[src/ips_pkg.sv]
// package: constants, types and register map of the interrupt flag block
// How it works
// - priority_select_a bit 2 gives the level of 16-bit timer channel 0
// - priority_select_a bit 1 gives the level of 16-bit timer channel 1
// - priority_select_a bit 0 gives the level of 16-bit timer channel 2
// - priority bit 0 means low level 0, 1 means high level 1
// - priority_select_b bit 7 gives one level for 8-bit timers 0 and 1
// - priority_select_b bit 6 gives one level for 8-bit timers 2 and 3
// - priority_select_b bits 5,4,1,0 store writes but steer nothing
// - priority_select_b bit 3 gives the level of serial channel 0
// - priority_select_b bit 2 gives the level of serial channel 1
// - priority_select_b clears on reset and hardware standby
// - request flag bits 7 and 6 ignore writes and read zero
// - flag sets while pin low (level) or on high-to-low (edge)
// - software clears a flag by writing 0 after reading it as 1
// - level mode flag auto-clears when pin high and handling done
// - edge mode flag auto-clears when its handling is carried out
// - writing 1 to a flag does nothing; 0 only clears
// - flags, enables and sense select clear on reset and standby
// - enable bits 5..0 gate external requests 5..0 one by one
// - enable bits 7 and 6 store writes but gate nothing
// - sense bits 5..0: 0 low-level request, 1 falling-edge request
// - sense bits 7 and 6 store writes but change no detection
// - pins are sensed whatever their input or output direction
// - external requests 0..5 use vector numbers 12..17
package ips_pkg;
    localparam int          ADDR_W        = 3;
    localparam int          NUM_EXT       = 6;
    // register offsets
    localparam logic [2:0]  OFF_SENSE     = 3'h0;
    localparam logic [2:0]  OFF_ENABLE    = 3'h1;
    localparam logic [2:0]  OFF_FLAGS     = 3'h2;
    localparam logic [2:0]  OFF_PRIO_A    = 3'h4;
    localparam logic [2:0]  OFF_PRIO_B    = 3'h5;
    // reset values
    localparam logic [7:0]  RST_PRIO_A    = 8'h00;
    localparam logic [7:0]  RST_PRIO_B    = 8'h00;
    localparam logic [7:0]  RST_FLAGS     = 8'h00;
    localparam logic [7:0]  RST_ENABLE    = 8'h00;
    localparam logic [7:0]  RST_SENSE     = 8'h00;
    localparam logic [5:0]  EXT_MASK      = 6'h3F;
    // field positions
    localparam int          BIT_T16_CH0   = 2;
    localparam int          BIT_T16_CH1   = 1;
    localparam int          BIT_T16_CH2   = 0;
    localparam int          BIT_T8_CH01   = 7;
    localparam int          BIT_T8_CH23   = 6;
    localparam int          BIT_SERIAL0   = 3;
    localparam int          BIT_SERIAL1   = 2;
    localparam int          BIT_EXT01_LO  = 7;
    // vector numbers of external requests
    localparam logic [7:0]  VEC_EXT_BASE  = 8'h0C;
    localparam logic [7:0]  VEC_NONE      = 8'h00;

    // register bus request
    typedef struct packed {
        logic [2:0] addr;
        logic [7:0] wdata;
        logic       wr;
        logic       rd;
    } ips_bus_t;

    // priority levels of internal sources
    typedef struct packed {
        logic t16_ch0;
        logic t16_ch1;
        logic t16_ch2;
        logic t8_ch01;
        logic t8_ch23;
        logic serial0;
        logic serial1;
    } ips_prio_t;

    // whole block state
    typedef struct packed {
        logic [7:0] priority_select_a;
        logic [7:0] priority_select_b;
        logic [5:0] ext_request_flags;
        logic [7:0] ext_request_enables;
        logic [7:0] ext_sense_select;
        logic [5:0] read_as_one;
        logic [5:0] pin_prev;
        logic [7:0] rdata;
        logic [5:0] req;
        logic       req_any;
        logic       req_level;
        logic [7:0] req_vector;
    } ips_state_t;
endpackage

[src/ips_top.sv]
// interrupt priority, external request flag, enable and sense logic
//
// Local design decisions: the address map and the strobed register port.
`timescale 1ns/100ps
`default_nettype none
module ips_top (
    // clock and reset
    input  wire logic              clk_sys,
    input  wire logic              resetn,
    input  wire logic              hw_standby,
    // register port
    input  wire ips_pkg::ips_bus_t bus,
    output logic [7:0]             rdata,
    // external request pins, active low
    input  wire logic [5:0]        ext_req_n,
    // cpu exception side
    input  wire logic [5:0]        ext_handled,
    output logic [5:0]             ext_request,
    output logic                   ext_request_any,
    output logic                   ext_request_level,
    output logic [7:0]             ext_request_vector,
    output ips_pkg::ips_prio_t     prio
);
    import ips_pkg::*;

    logic       rst_s1;
    logic       rst_s2;
    ips_state_t st;
    ips_state_t next_st;

    // reset release through two flops
    always_ff @(posedge clk_sys or negedge resetn) begin
        if (!resetn) begin
            rst_s1 <= 1'b0;
            rst_s2 <= 1'b0;
        end else begin
            rst_s1 <= 1'b1;
            rst_s2 <= rst_s1;
        end
    end

    // priority level of an external request from priority_select_a
    function automatic logic ext_level(input logic [7:0] pa, input int n);
        logic r;
        r = 1'b0;
        case (n)
            0:       r = pa[BIT_EXT01_LO];
            1:       r = pa[BIT_EXT01_LO - 1];
            2, 3:    r = pa[BIT_EXT01_LO - 2];
            default: r = pa[BIT_EXT01_LO - 3];
        endcase
        return r;
    endfunction

    // next state: register access, flag set and clear, request output
    always_comb begin
        logic [5:0] set_ev;
        logic [5:0] auto_clr;
        logic [5:0] sw_clr;
        logic [5:0] pend;
        set_ev   = '0;
        auto_clr = '0;
        sw_clr   = '0;
        pend     = '0;
        next_st  = st;
        // pins sampled regardless of direction
        next_st.pin_prev = ext_req_n;
        for (int n = 0; n < NUM_EXT; n++) begin
            if (!st.ext_sense_select[n]) begin
                set_ev[n]   = !ext_req_n[n];
                auto_clr[n] = ext_req_n[n] && ext_handled[n];
            end else begin
                set_ev[n]   = st.pin_prev[n] && !ext_req_n[n];
                auto_clr[n] = ext_handled[n];
            end
        end
        // software write
        if (bus.wr) begin
            unique case (bus.addr)
                OFF_PRIO_A: next_st.priority_select_a = bus.wdata;
                OFF_PRIO_B: next_st.priority_select_b = bus.wdata;
                OFF_ENABLE: next_st.ext_request_enables = bus.wdata;
                OFF_SENSE:  next_st.ext_sense_select = bus.wdata;
                OFF_FLAGS:  sw_clr = ~bus.wdata[5:0] & st.read_as_one;
                default:    ;
            endcase
        end
        // flags: set wins over clears; write of 1 ignored
        next_st.ext_request_flags =
            (st.ext_request_flags & ~(sw_clr | auto_clr)) | set_ev;
        // record of a read as 1, dropped once the flag falls
        next_st.read_as_one = st.read_as_one & next_st.ext_request_flags;
        if (bus.rd && bus.addr == OFF_FLAGS) begin
            next_st.read_as_one = st.ext_request_flags
                                  & next_st.ext_request_flags;
        end
        if (bus.wr && bus.addr == OFF_FLAGS) begin
            next_st.read_as_one = '0;
        end
        // read data
        next_st.rdata = 8'h00;
        if (bus.rd) begin
            unique case (bus.addr)
                OFF_PRIO_A: next_st.rdata = st.priority_select_a;
                OFF_PRIO_B: next_st.rdata = st.priority_select_b;
                OFF_ENABLE: next_st.rdata = st.ext_request_enables;
                OFF_SENSE:  next_st.rdata = st.ext_sense_select;
                OFF_FLAGS:  next_st.rdata = {2'b00, st.ext_request_flags};
                default:    next_st.rdata = 8'h00;
            endcase
        end
        // request to the cpu: flag and enable
        pend = st.ext_request_flags & st.ext_request_enables[5:0] & EXT_MASK;
        next_st.req        = pend;
        next_st.req_any    = |pend;
        next_st.req_level  = 1'b0;
        next_st.req_vector = VEC_NONE;
        // lowest number wins within the higher level
        for (int n = NUM_EXT - 1; n >= 0; n--) begin
            if (pend[n] && !ext_level(st.priority_select_a, n)
                && !next_st.req_level) begin
                next_st.req_vector = VEC_EXT_BASE + 8'(n);
            end
        end
        for (int n = NUM_EXT - 1; n >= 0; n--) begin
            if (pend[n] && ext_level(st.priority_select_a, n)) begin
                next_st.req_level  = 1'b1;
                next_st.req_vector = VEC_EXT_BASE + 8'(n);
            end
        end
    end

    // state register; reset and hardware standby clear all of it but pin_prev
    always_ff @(posedge clk_sys or negedge rst_s2) begin
        if (!rst_s2) begin
            st <= '0;
            st.priority_select_a <= RST_PRIO_A;
            st.priority_select_b <= RST_PRIO_B;
            st.ext_request_flags <= RST_FLAGS[5:0];
            st.ext_request_enables <= RST_ENABLE;
            st.ext_sense_select <= RST_SENSE;
            st.pin_prev <= 6'h3F;
        end else if (hw_standby) begin
            st <= '0;
            st.pin_prev <= ext_req_n;
        end else begin
            st <= next_st;
        end
    end

    // outputs
    assign rdata              = st.rdata;
    assign ext_request        = st.req;
    assign ext_request_any    = st.req_any;
    assign ext_request_level  = st.req_level;
    assign ext_request_vector = st.req_vector;
    // internal source levels
    assign prio.t16_ch0 = st.priority_select_a[BIT_T16_CH0];
    assign prio.t16_ch1 = st.priority_select_a[BIT_T16_CH1];
    assign prio.t16_ch2 = st.priority_select_a[BIT_T16_CH2];
    assign prio.t8_ch01 = st.priority_select_b[BIT_T8_CH01];
    assign prio.t8_ch23 = st.priority_select_b[BIT_T8_CH23];
    assign prio.serial0 = st.priority_select_b[BIT_SERIAL0];
    assign prio.serial1 = st.priority_select_b[BIT_SERIAL1];
endmodule
`default_nettype wire

[config.mk]
export PLATFORM = sky130hd
export DESIGN_NAME = ips_top
export DESIGN_NICKNAME = d
export VERILOG_FILES = /design/src/ips_pkg.sv /design/src/ips_top.sv
export SDC_FILE = /design/constraint.sdc
export NUM_CORES = 1
export LEC_CHECK = 0
export BUFFER_PORTS_ARGS = -buffer_cell sky130_fd_sc_hd__clkbuf_2
export CAP_MARGIN = 25
export CORE_ASPECT_RATIO = 1.2
export CORE_MARGIN = 10
export CORE_UTILIZATION = 32
export DETAILED_ROUTE_END_ITERATION = 12
export GPL_TIMING_DRIVEN = 0
export PLACE_DENSITY = 0.51
export SYNTH_ARGS = -nofsm -noshare
export SYNTH_HDL_FRONTEND = slang
export SYNTH_SLANG_ARGS = --single-unit
[constraint.sdc]
create_clock -name clk_sys -period 2 [get_ports clk_sys]
set_input_delay 0.2 -clock clk_sys [delete_from_list [all_inputs] [get_ports clk_sys]]
set_output_delay 0.2 -clock clk_sys [all_outputs]
set_load 0.02 [all_outputs]
==> parameters.txt, run 1 <==
Parameter                              Value

STA
  Fin crit period ... 1570 ps
  Period utilization ... 78.4%
  Worst-case setup margin in the final layout ... 432 ps
  Sum of negative setup slack ... 0 ps
  Highest clock frequency the design can meet ... 0.638 GHz
  Unrepaired setup endpoints after global routing ... no
  Final Max Tran Viols ... 0
  Hold Violations, Final ... 0
  Worst slew pin tran ... 574 ps
  Clock tree skew after final layout ... 7.82 ps
  Relative slew slack ... 61.8%
  Worst hold slack ... 158 ps
  Final setup violation count ... 0

Critical path
  Cell-by-cell listing of the critical path ... nand3b_1 > or3b_2 > a221oi_1 > nor3_1
  WP data arrival ... 1780 ps
  Element type at the critical path start ... flip-flop
  Type of destination of the critical path ... flip-flop
  Worst path slowest cell ... sky130_fd_sc_hd__or3b_2
  Required time at the worst-slack endpoint ... 2210 ps
  Setup Crit Path Kind ... reg2reg
  Maximum fanout along the worst path ... 6
  Max incr delay on CP ... 460 ps

Synth
  Post-synthesis instance area ... 3460 sq um
  Adder and majority cell fraction of the synthesized area ... 0%
  Warnings from Yosys ... 0
  Syn Inst Count ... 351
  Post-synthesis sequential area ratio ... 52.3%
  Biggest area consumer among synthesized cells ... sky130_fd_sc_hd__dfrtp_1
  Number of unique standard cell types used by synthesis ... 38
  Area share of the largest cell type after synthesis ... 47.8%
  Mean post-synth cell area ... 9.85 sq um
  Fraction of synthesis flops using an asynchronous set or reset pin ... 100%
  Number of enable-type register cells in the synthesized netlist ... 0
  Xor and xnor area share after synthesis ... 0%
  Synthesized-area fraction occupied by ao, oa, aoi and oai cells ... 13.4%
  Mux share of post-synthesis cell area ... 3.69%
  Largest family of logic cells by synthesized area ... simple AND/OR/NAND/NOR gates
  Most area-consuming cells after synthesis ... sky130_fd_sc_hd__dfrtp_1 48%, sky130_fd_sc_hd__nand2_1 8.6%, sky130_fd_sc_hd__buf_4 6.7%
  Commonest register cell after synthesis ... sky130_fd_sc_hd__dfrtp_1
  Cell with the most instances after synthesis ... sky130_fd_sc_hd__nand2_1
  Post-synthesis simple-gate area fraction ... 21.3%
  #FFs+latches synth ... 72
  Top cells by instance count after synthesis ... 79 x sky130_fd_sc_hd__nand2_1, 66 x sky130_fd_sc_hd__dfrtp_1, 43 x sky130_fd_sc_hd__a21oi_1

CTS
  Sinks on the clock net ... 72
  Reg clk slew, reported paths ... 60 ps
  Worst-case clock buffer depth ... 2
  Insertion delay of the later-clocked pin in the worst-skew pair ... 330 ps
  TritonCTS Buffers ... 9
  TritonCTS clock tree ... yes
  H-tree level count ... 3
  Clock tree root driver cell ... sky130_fd_sc_hd__clkbuf_16

Layout
  Count of filler cells inserted in the layout ... 1,074
  Number of antenna diodes ... 0
  Final design instance area without fill ... 4250 sq um
  Number of nets in the layout ... 451
  Area Overhead vs Synth ... 22.9%
  Fraction of layout cells with a size suffix above 1 ... 30.4%

Route
  Drt via density ... 4.83
  Final routed wire length divided by cell count ... 16.2 microns
  Routed wire length ... 9.03 mm
  Iteration-0 DRC count of the detailed router ... 141
  Via Count ... 2,689
  DRC viols ... 0
  Number of iterations in the first detailed-routing pass ... 4
  Residual antenna-violating net count after detailed routing ... 0

Floorplan
  Total I/O pin count ... 59
  Die X ... 115 microns
  Core area ... 10,600 sq um
  Vertical die dimension ... 134 microns
  Number of placement rows ... 41
  Initial core utilization ... 32.7%
  Floorplan die area ... 15,400 sq um

Place
  Post-placement worst setup slack ... 458 ps
  Number of buffers inserted by port buffering ... 51
  Detailed placement HPWL ... 6.78 mm
  Final RePlAce weighted congestion ... 0.839
  Placed instance area ... 3910 sq um

Power
  Cell-internal power ... 2.48 mW
  Switching portion of total power ... 24.1%
  Power Dens Cells ... 767 nW/um^2
  Static power due to leakage ... 1.93 nW
  Portion of total power attributed to combinational logic ... 8.1%
  Share of power burned in registers ... 47.1%
  Tot Pwr ... 3.26 mW
  Maximum VDD drop ... 402 uV
  Switching power ... 0.786 mW
  Clock network power share ... 44.8%

Global route
  Global routing usage summed across all routing layers ... 11.9%
  Number of global-route vias before repair ... 2,806
  GR Overflow Total ... 0
  Wire length of the first global-routing pass ... 14.6 mm
  Antenna violations before repair ... 0
  Largest net degree at the start of global routing ... 56

Flow run
  Max-cap viol count ... 0

Worst hold path
  Hold Path Class ... in2reg

Status
  Outcome ... complete, no violations
## final timing paths
path / slack (ps) / to / cells past startpoint / from
worst max-delay path: 430 / ext_request_vector[0]$_DFF_PN0_ / 4 / st[53]$_DFF_PN0_
worst min-delay path: 160 / st[57]$_DFF_PN0_ / 3 / ext_handled[5]
worst max register to register: 430 / ext_request_vector[0]$_DFF_PN0_ / 4 / st[53]$_DFF_PN0_
worst min register to register: 190 / st[34]$_DFF_PN0_ / 0 / rst_s2$_DFF_PN0_
max in group asynchronous: 1210 / st[25]$_DFF_PN1_ / 1 / rst_s2$_DFF_PN0_
min in group asynchronous: 190 / rst_s2$_DFF_PN0_ / 2 / resetn
## cells in the final DEF, fill, tap and decap left out, types with 2 or more instances in the layout
master / instances
sky130_fd_sc_hd__a21o_1: 2
sky130_fd_sc_hd__a21oi_1: 43
sky130_fd_sc_hd__a22oi_1: 16
sky130_fd_sc_hd__a31o_2: 5
sky130_fd_sc_hd__and2_1: 4
sky130_fd_sc_hd__and3b_1: 2
sky130_fd_sc_hd__buf_2: 6
sky130_fd_sc_hd__buf_4: 31
sky130_fd_sc_hd__buf_6: 2
sky130_fd_sc_hd__clkbuf_1: 10
sky130_fd_sc_hd__clkbuf_16: 9
sky130_fd_sc_hd__clkbuf_2: 52
sky130_fd_sc_hd__clkinv_2: 2
sky130_fd_sc_hd__conb_1: 4
sky130_fd_sc_hd__dfrtp_1: 65
sky130_fd_sc_hd__dfstp_2: 6
sky130_fd_sc_hd__dlygate4sd3_1: 7
sky130_fd_sc_hd__mux2_2: 6
sky130_fd_sc_hd__mux2i_1: 6
sky130_fd_sc_hd__nand2_1: 79
sky130_fd_sc_hd__nand3_1: 7
sky130_fd_sc_hd__nand3b_1: 10
sky130_fd_sc_hd__nor2_1: 12
sky130_fd_sc_hd__nor2b_1: 6
sky130_fd_sc_hd__nor3_1: 6
sky130_fd_sc_hd__nor3b_1: 7
sky130_fd_sc_hd__nor3b_4: 2
sky130_fd_sc_hd__o21ai_0: 2
sky130_fd_sc_hd__o32ai_1: 2
sky130_fd_sc_hd__or3b_2: 2
## cells by family (layout without fill, tap and decap cells)
logic type,count (synthesis),count (layout)
other cells,2,4
flops,72,72
mux,12,12
buf+inv,47,122
compound gates,75,75
simple gates,143,143
## power groups by stage
stage	clock network, mW	logic [mW]	registers [mW]
after floorplan	0	0.149	1.56
after global placement	0	0.227	1.58
after detailed placement	0	0.257	1.56
after CTS	1.50	0.268	1.54
after global routing	1.56	0.293	1.54
final	1.46	0.264	1.54
## state kept, by name (all words and copies together), names as in the netlist
name and count:
ext_request 6, ext_request_any 1, ext_request_level 1, ext_request_vector 4, prio 7, rdata 8, rst_s1 1, rst_s2 1
st 43
## what timing repair did
| action | in CTS | in global routing |
|---|---|---|
| endpoints found under the hold margin | 8 | 0 |
| resized for setup | 0 | 0 |
| hold buffers | 7 | 0 |
| setup buffers | 0 | 0 |
| endpoints found under the setup margin | 0 | 0 |
## stage by stage
stage | instances | util, %
after floorplan | 353 | -
after global placement | 533 | 36.8
after detailed placement | 534 | 37.0
after CTS | 557 | 40.2
after global routing | 557 | 40.2
final | 557 | 40.2
## layout make-up
| cell class | instances | area [sq um] | share of cell area, % |
|---|---|---|---|
| buffer | 47 | 317 | 7.45 |
| timing repair buffer | 59 | 353 | 8.30 |
| sequential | 72 | 1810 | 42.6 |
| multi-input combinational | 234 | 1340 | 31.5 |
| tap | 129 | 161 | 3.80 |
| clock inverter | 3 | 17.5 | 0.412 |
| clock buffer | 13 | 250 | 5.89 |
## layer usage
metal / part of all wire, % / vias to the layer above / global-route usage (%) / wire, microns
li1: - / 1328 / - / -
met1: 42 / 1274 / 14.3 / 3760
met2: 50 / 79 / 19.1 / 4510
met3: 7.4 / 8 / 3.97 / 672
met4: 0.99 / 0 / 4.27 / 89
met5: 0 / - / 0 / 0
## worst max-delay path, delay by kind of cell (launching register included)
kind               cells  cell delay, ps
and+or+nand+nor        3             730
DFF                    1             450
AOI/OAI and AO/OA      1             270
Power figures use the tool's default switching activity.
==> run 2: changes to the inputs <==
- PLACE_DENSITY: 0.51 -> 0.49
- clock period: 2 -> 1.5 ns (I/O delays scaled with it)
==> run 2 against run 1 <==
Cell area up 1.6%; first-iteration DRC count up 0.71%; count of clock-buffer cells in the layout did not move; utilization grew 0.66 points; clock skew down 2.5 ps; power grew 40%; critical path depth is the same; via count increased by 1.2%; maximum frequency up 10%; die area unchanged; largest cell class unchanged; non-clock buffer count rose by 1; critical path type unchanged; final cell count increased by 0.18%.
==> parameters.txt, run 2 (synthesis gave the netlist of run 1 again) <==
Parameter                              Value

STA
  Sum of negative setup slack ... 0 ps (unchanged)
  Hold Violations, Final ... 0 (unchanged)
  Relative slew slack ... 61.6% (was 61.8%)
  Highest clock frequency the design can meet ... 0.702 GHz (was 0.638 GHz)
  Worst slew pin tran ... 577 ps (was 574 ps)
  Final Max Tran Viols ... 0 (unchanged)
  Period utilization ... 94.9% (was 78.4%)
  Fin crit period ... 1420 ps (was 1570 ps)
  Worst hold slack ... 106 ps (was 158 ps)
  Clock tree skew after final layout ... 5.36 ps (was 7.82 ps)
  Unrepaired setup endpoints after global routing ... no (unchanged)
  Worst-case setup margin in the final layout ... 75.9 ps (was 432 ps)
  Final setup violation count ... 0 (unchanged)

Layout
  Number of non-filler instances in the completed layout ... 558 (was 557)
  Fraction of layout cells with a size suffix above 1 ... 32.6% (was 30.4%)
  Final design instance area without fill ... 4320 sq um (was 4250 sq um)
  Leading cell types in the layout, fill and taps excluded ... 79 x sky130_fd_sc_hd__nand2_1, 61 x sky130_fd_sc_hd__dfrtp_1, 52 x sky130_fd_sc_hd__clkbuf_2 (was 79 x sky130_fd_sc_hd__nand2_1, 65 x sky130_fd_sc_hd__dfrtp_1, 52 x sky130_fd_sc_hd__clkbuf_2)
  Number of nets in the layout ... 452 (was 451)
  Multi-input logic area ... 1360 sq um (was 1340 sq um)
  Flip-flop count of the largest register after layout ... 43 (unchanged)
  Layout Utilization ... 40.9% (was 40.2%)
  Most frequent standard cell in the layout excluding fill and tap cells ... sky130_fd_sc_hd__nand2_1 (unchanged)
  Sequential standard cell area ... 1820 sq um (was 1810 sq um)
  Register with the most flip-flops ... st (unchanged)
  Number of antenna diodes ... 0 (unchanged)
  Area Overhead vs Synth ... 25.0% (was 22.9%)
  Count of filler cells inserted in the layout ... 1,061 (was 1,074)

Route
  Final routed wire length divided by cell count ... 16.7 microns (was 16.2 microns)
  Iteration-0 DRC count of the detailed router ... 142 (was 141)
  Number of iterations in the first detailed-routing pass ... 4 (unchanged)
  Residual antenna-violating net count after detailed routing ... 0 (unchanged)
  Routed wire length ... 9.30 mm (was 9.03 mm)
  Drt via density ... 4.88 (was 4.83)
  DRC viols ... 0 (unchanged)
  Via Count ... 2,721 (was 2,689)

Global route
  Number of global-route vias before repair ... 2,796 (was 2,806)
  Antenna violations before repair ... 0 (unchanged)
  Wire length of the first global-routing pass ... 15.1 mm (was 14.6 mm)
  Largest net degree at the start of global routing ... 56 (unchanged)
  GR Overflow Total ... 0 (unchanged)
  Global routing usage summed across all routing layers ... 12.3% (was 11.9%)

CTS
  TritonCTS clock tree ... yes (unchanged)
  Insertion delay of the later-clocked pin in the worst-skew pair ... 330 ps (about the same)
  H-tree level count ... 3 (unchanged)
  Clock tree root driver cell ... sky130_fd_sc_hd__clkbuf_16 (unchanged)
  TritonCTS Buffers ... 9 (unchanged)
  Worst-case clock buffer depth ... 2 (unchanged)
  Sinks on the clock net ... 72 (unchanged)
  Reg clk slew, reported paths ... 50 ps (was 60 ps)

Critical path
  Setup Crit Path Kind ... reg2reg (unchanged)
  WP data arrival ... 1630 ps (was 1780 ps)
  Worst path slowest cell ... sky130_fd_sc_hd__dfrtp_2 (was sky130_fd_sc_hd__or3b_2)
  Source of the critical timing path ... st[53]$_DFF_PN0_ (unchanged)
  Element type at the critical path start ... flip-flop (unchanged)
  Maximum fanout along the worst path ... 5 (was 6)
  Required time at the worst-slack endpoint ... 1710 ps (was 2210 ps)
  Max incr delay on CP ... 440 ps (was 460 ps)
  R2R depth ... 4 (unchanged)
  Type of destination of the critical path ... flip-flop (unchanged)
  Start of the worst register-to-register path ... st[53]$_DFF_PN0_ (unchanged)
  Cell-by-cell listing of the critical path ... nand3b_1 > or3b_4 > a221oi_2 > nor3_1 (was nand3b_1 > or3b_2 > a221oi_1 > nor3_1)

Floorplan
  Floorplan die area ... 15,400 sq um (unchanged)
  Core area ... 10,600 sq um (unchanged)
  Initial core utilization ... 32.7% (unchanged)
  Die X ... 115 microns (unchanged)
  Total I/O pin count ... 59 (unchanged)
  Number of placement rows ... 41 (unchanged)
  Vertical die dimension ... 134 microns (unchanged)

Place
  Final RePlAce weighted congestion ... 0.853 (was 0.839)
  Number of buffers inserted by port buffering ... 51 (unchanged)
  Post-placement worst setup slack ... -105 ps (was 458 ps)
  Post-Place Cells ... 534 (unchanged)
  Placed instance area ... 3910 sq um (unchanged)
  Detailed placement HPWL ... 6.90 mm (was 6.78 mm)

Power
  Tot Pwr ... 4.57 mW (was 3.26 mW)
  Maximum VDD drop ... 530 uV (was 402 uV)
  Power Dens Cells ... 1060 nW/um^2 (was 767 nW/um^2)
  Static power due to leakage ... 1.95 nW (was 1.93 nW)

Status
  Outcome ... complete, no violations (unchanged)

Worst hold path
  Start point of the worst min-delay path ... bus[8] (was ext_handled[5])
  Worst hold path depth ... 3 (unchanged)
  Hold Path Class ... in2reg (unchanged)

Flow run
  Max-cap viol count ... 0 (unchanged)
run 2: metal layers:
| layer | global-route usage, % | wire length, microns |
|---|---|---|
| met3 | 2.81 | 510 |
| met2 | 19.4 | 4500 |
| met5 | 0 | 0 |
| met1 | 15.3 | 4070 |
| met4 | 6.27 | 215 |
run 2: cell type report:
| type | count | share of cell area [%] |
|---|---|---|
| Sequential cell | 72 | 42.1 |
| Multi-Input combinational cell | 234 | 31.5 |
| Timing Repair Buffer | 61 | 8.51 |
| Buffer | 46 | 7.24 |
| Clock buffer | 13 | 6.02 |
| Tap cell | 129 | 3.73 |
| Clock inverter | 3 | 0.926 |
run 2: what timing repair did:
item,in CTS,in global routing
endpoints found under the setup margin,1,3
hold buffers,7,0
setup buffers,1,1
hold endpoints to repair,8,0
gates resized for setup,3,5
pin swaps,1,1
run 2: critical path, delay by kind of cell (launching register included):
| family | cells | cell delay (ps) |
|---|---|---|
| AOI/OAI and AO/OA | 1 | 260 |
| DFF | 1 | 440 |
| and+or+nand+nor | 3 | 600 |
run 2: report_power, final:
group	switching [mW]	internal [mW]	total (mW)
sequential	0.0545	2.00	2.05
clock	0.784	1.37	2.16
combinational	0.210	0.148	0.358
run 2: final timing paths:
check / to / slack, ps
min reg2reg: st[34]$_DFF_PN0_ / 190
max: ext_request_vector[0]$_DFF_PN0_ / 80
max in group asynchronous: st[24]$_DFF_PN1_ / 710
max reg2reg: ext_request_vector[0]$_DFF_PN0_ / 80
min: st[50]$_DFFE_PN0P_ / 110
min in group asynchronous: rst_s2$_DFF_PN0_ / 130
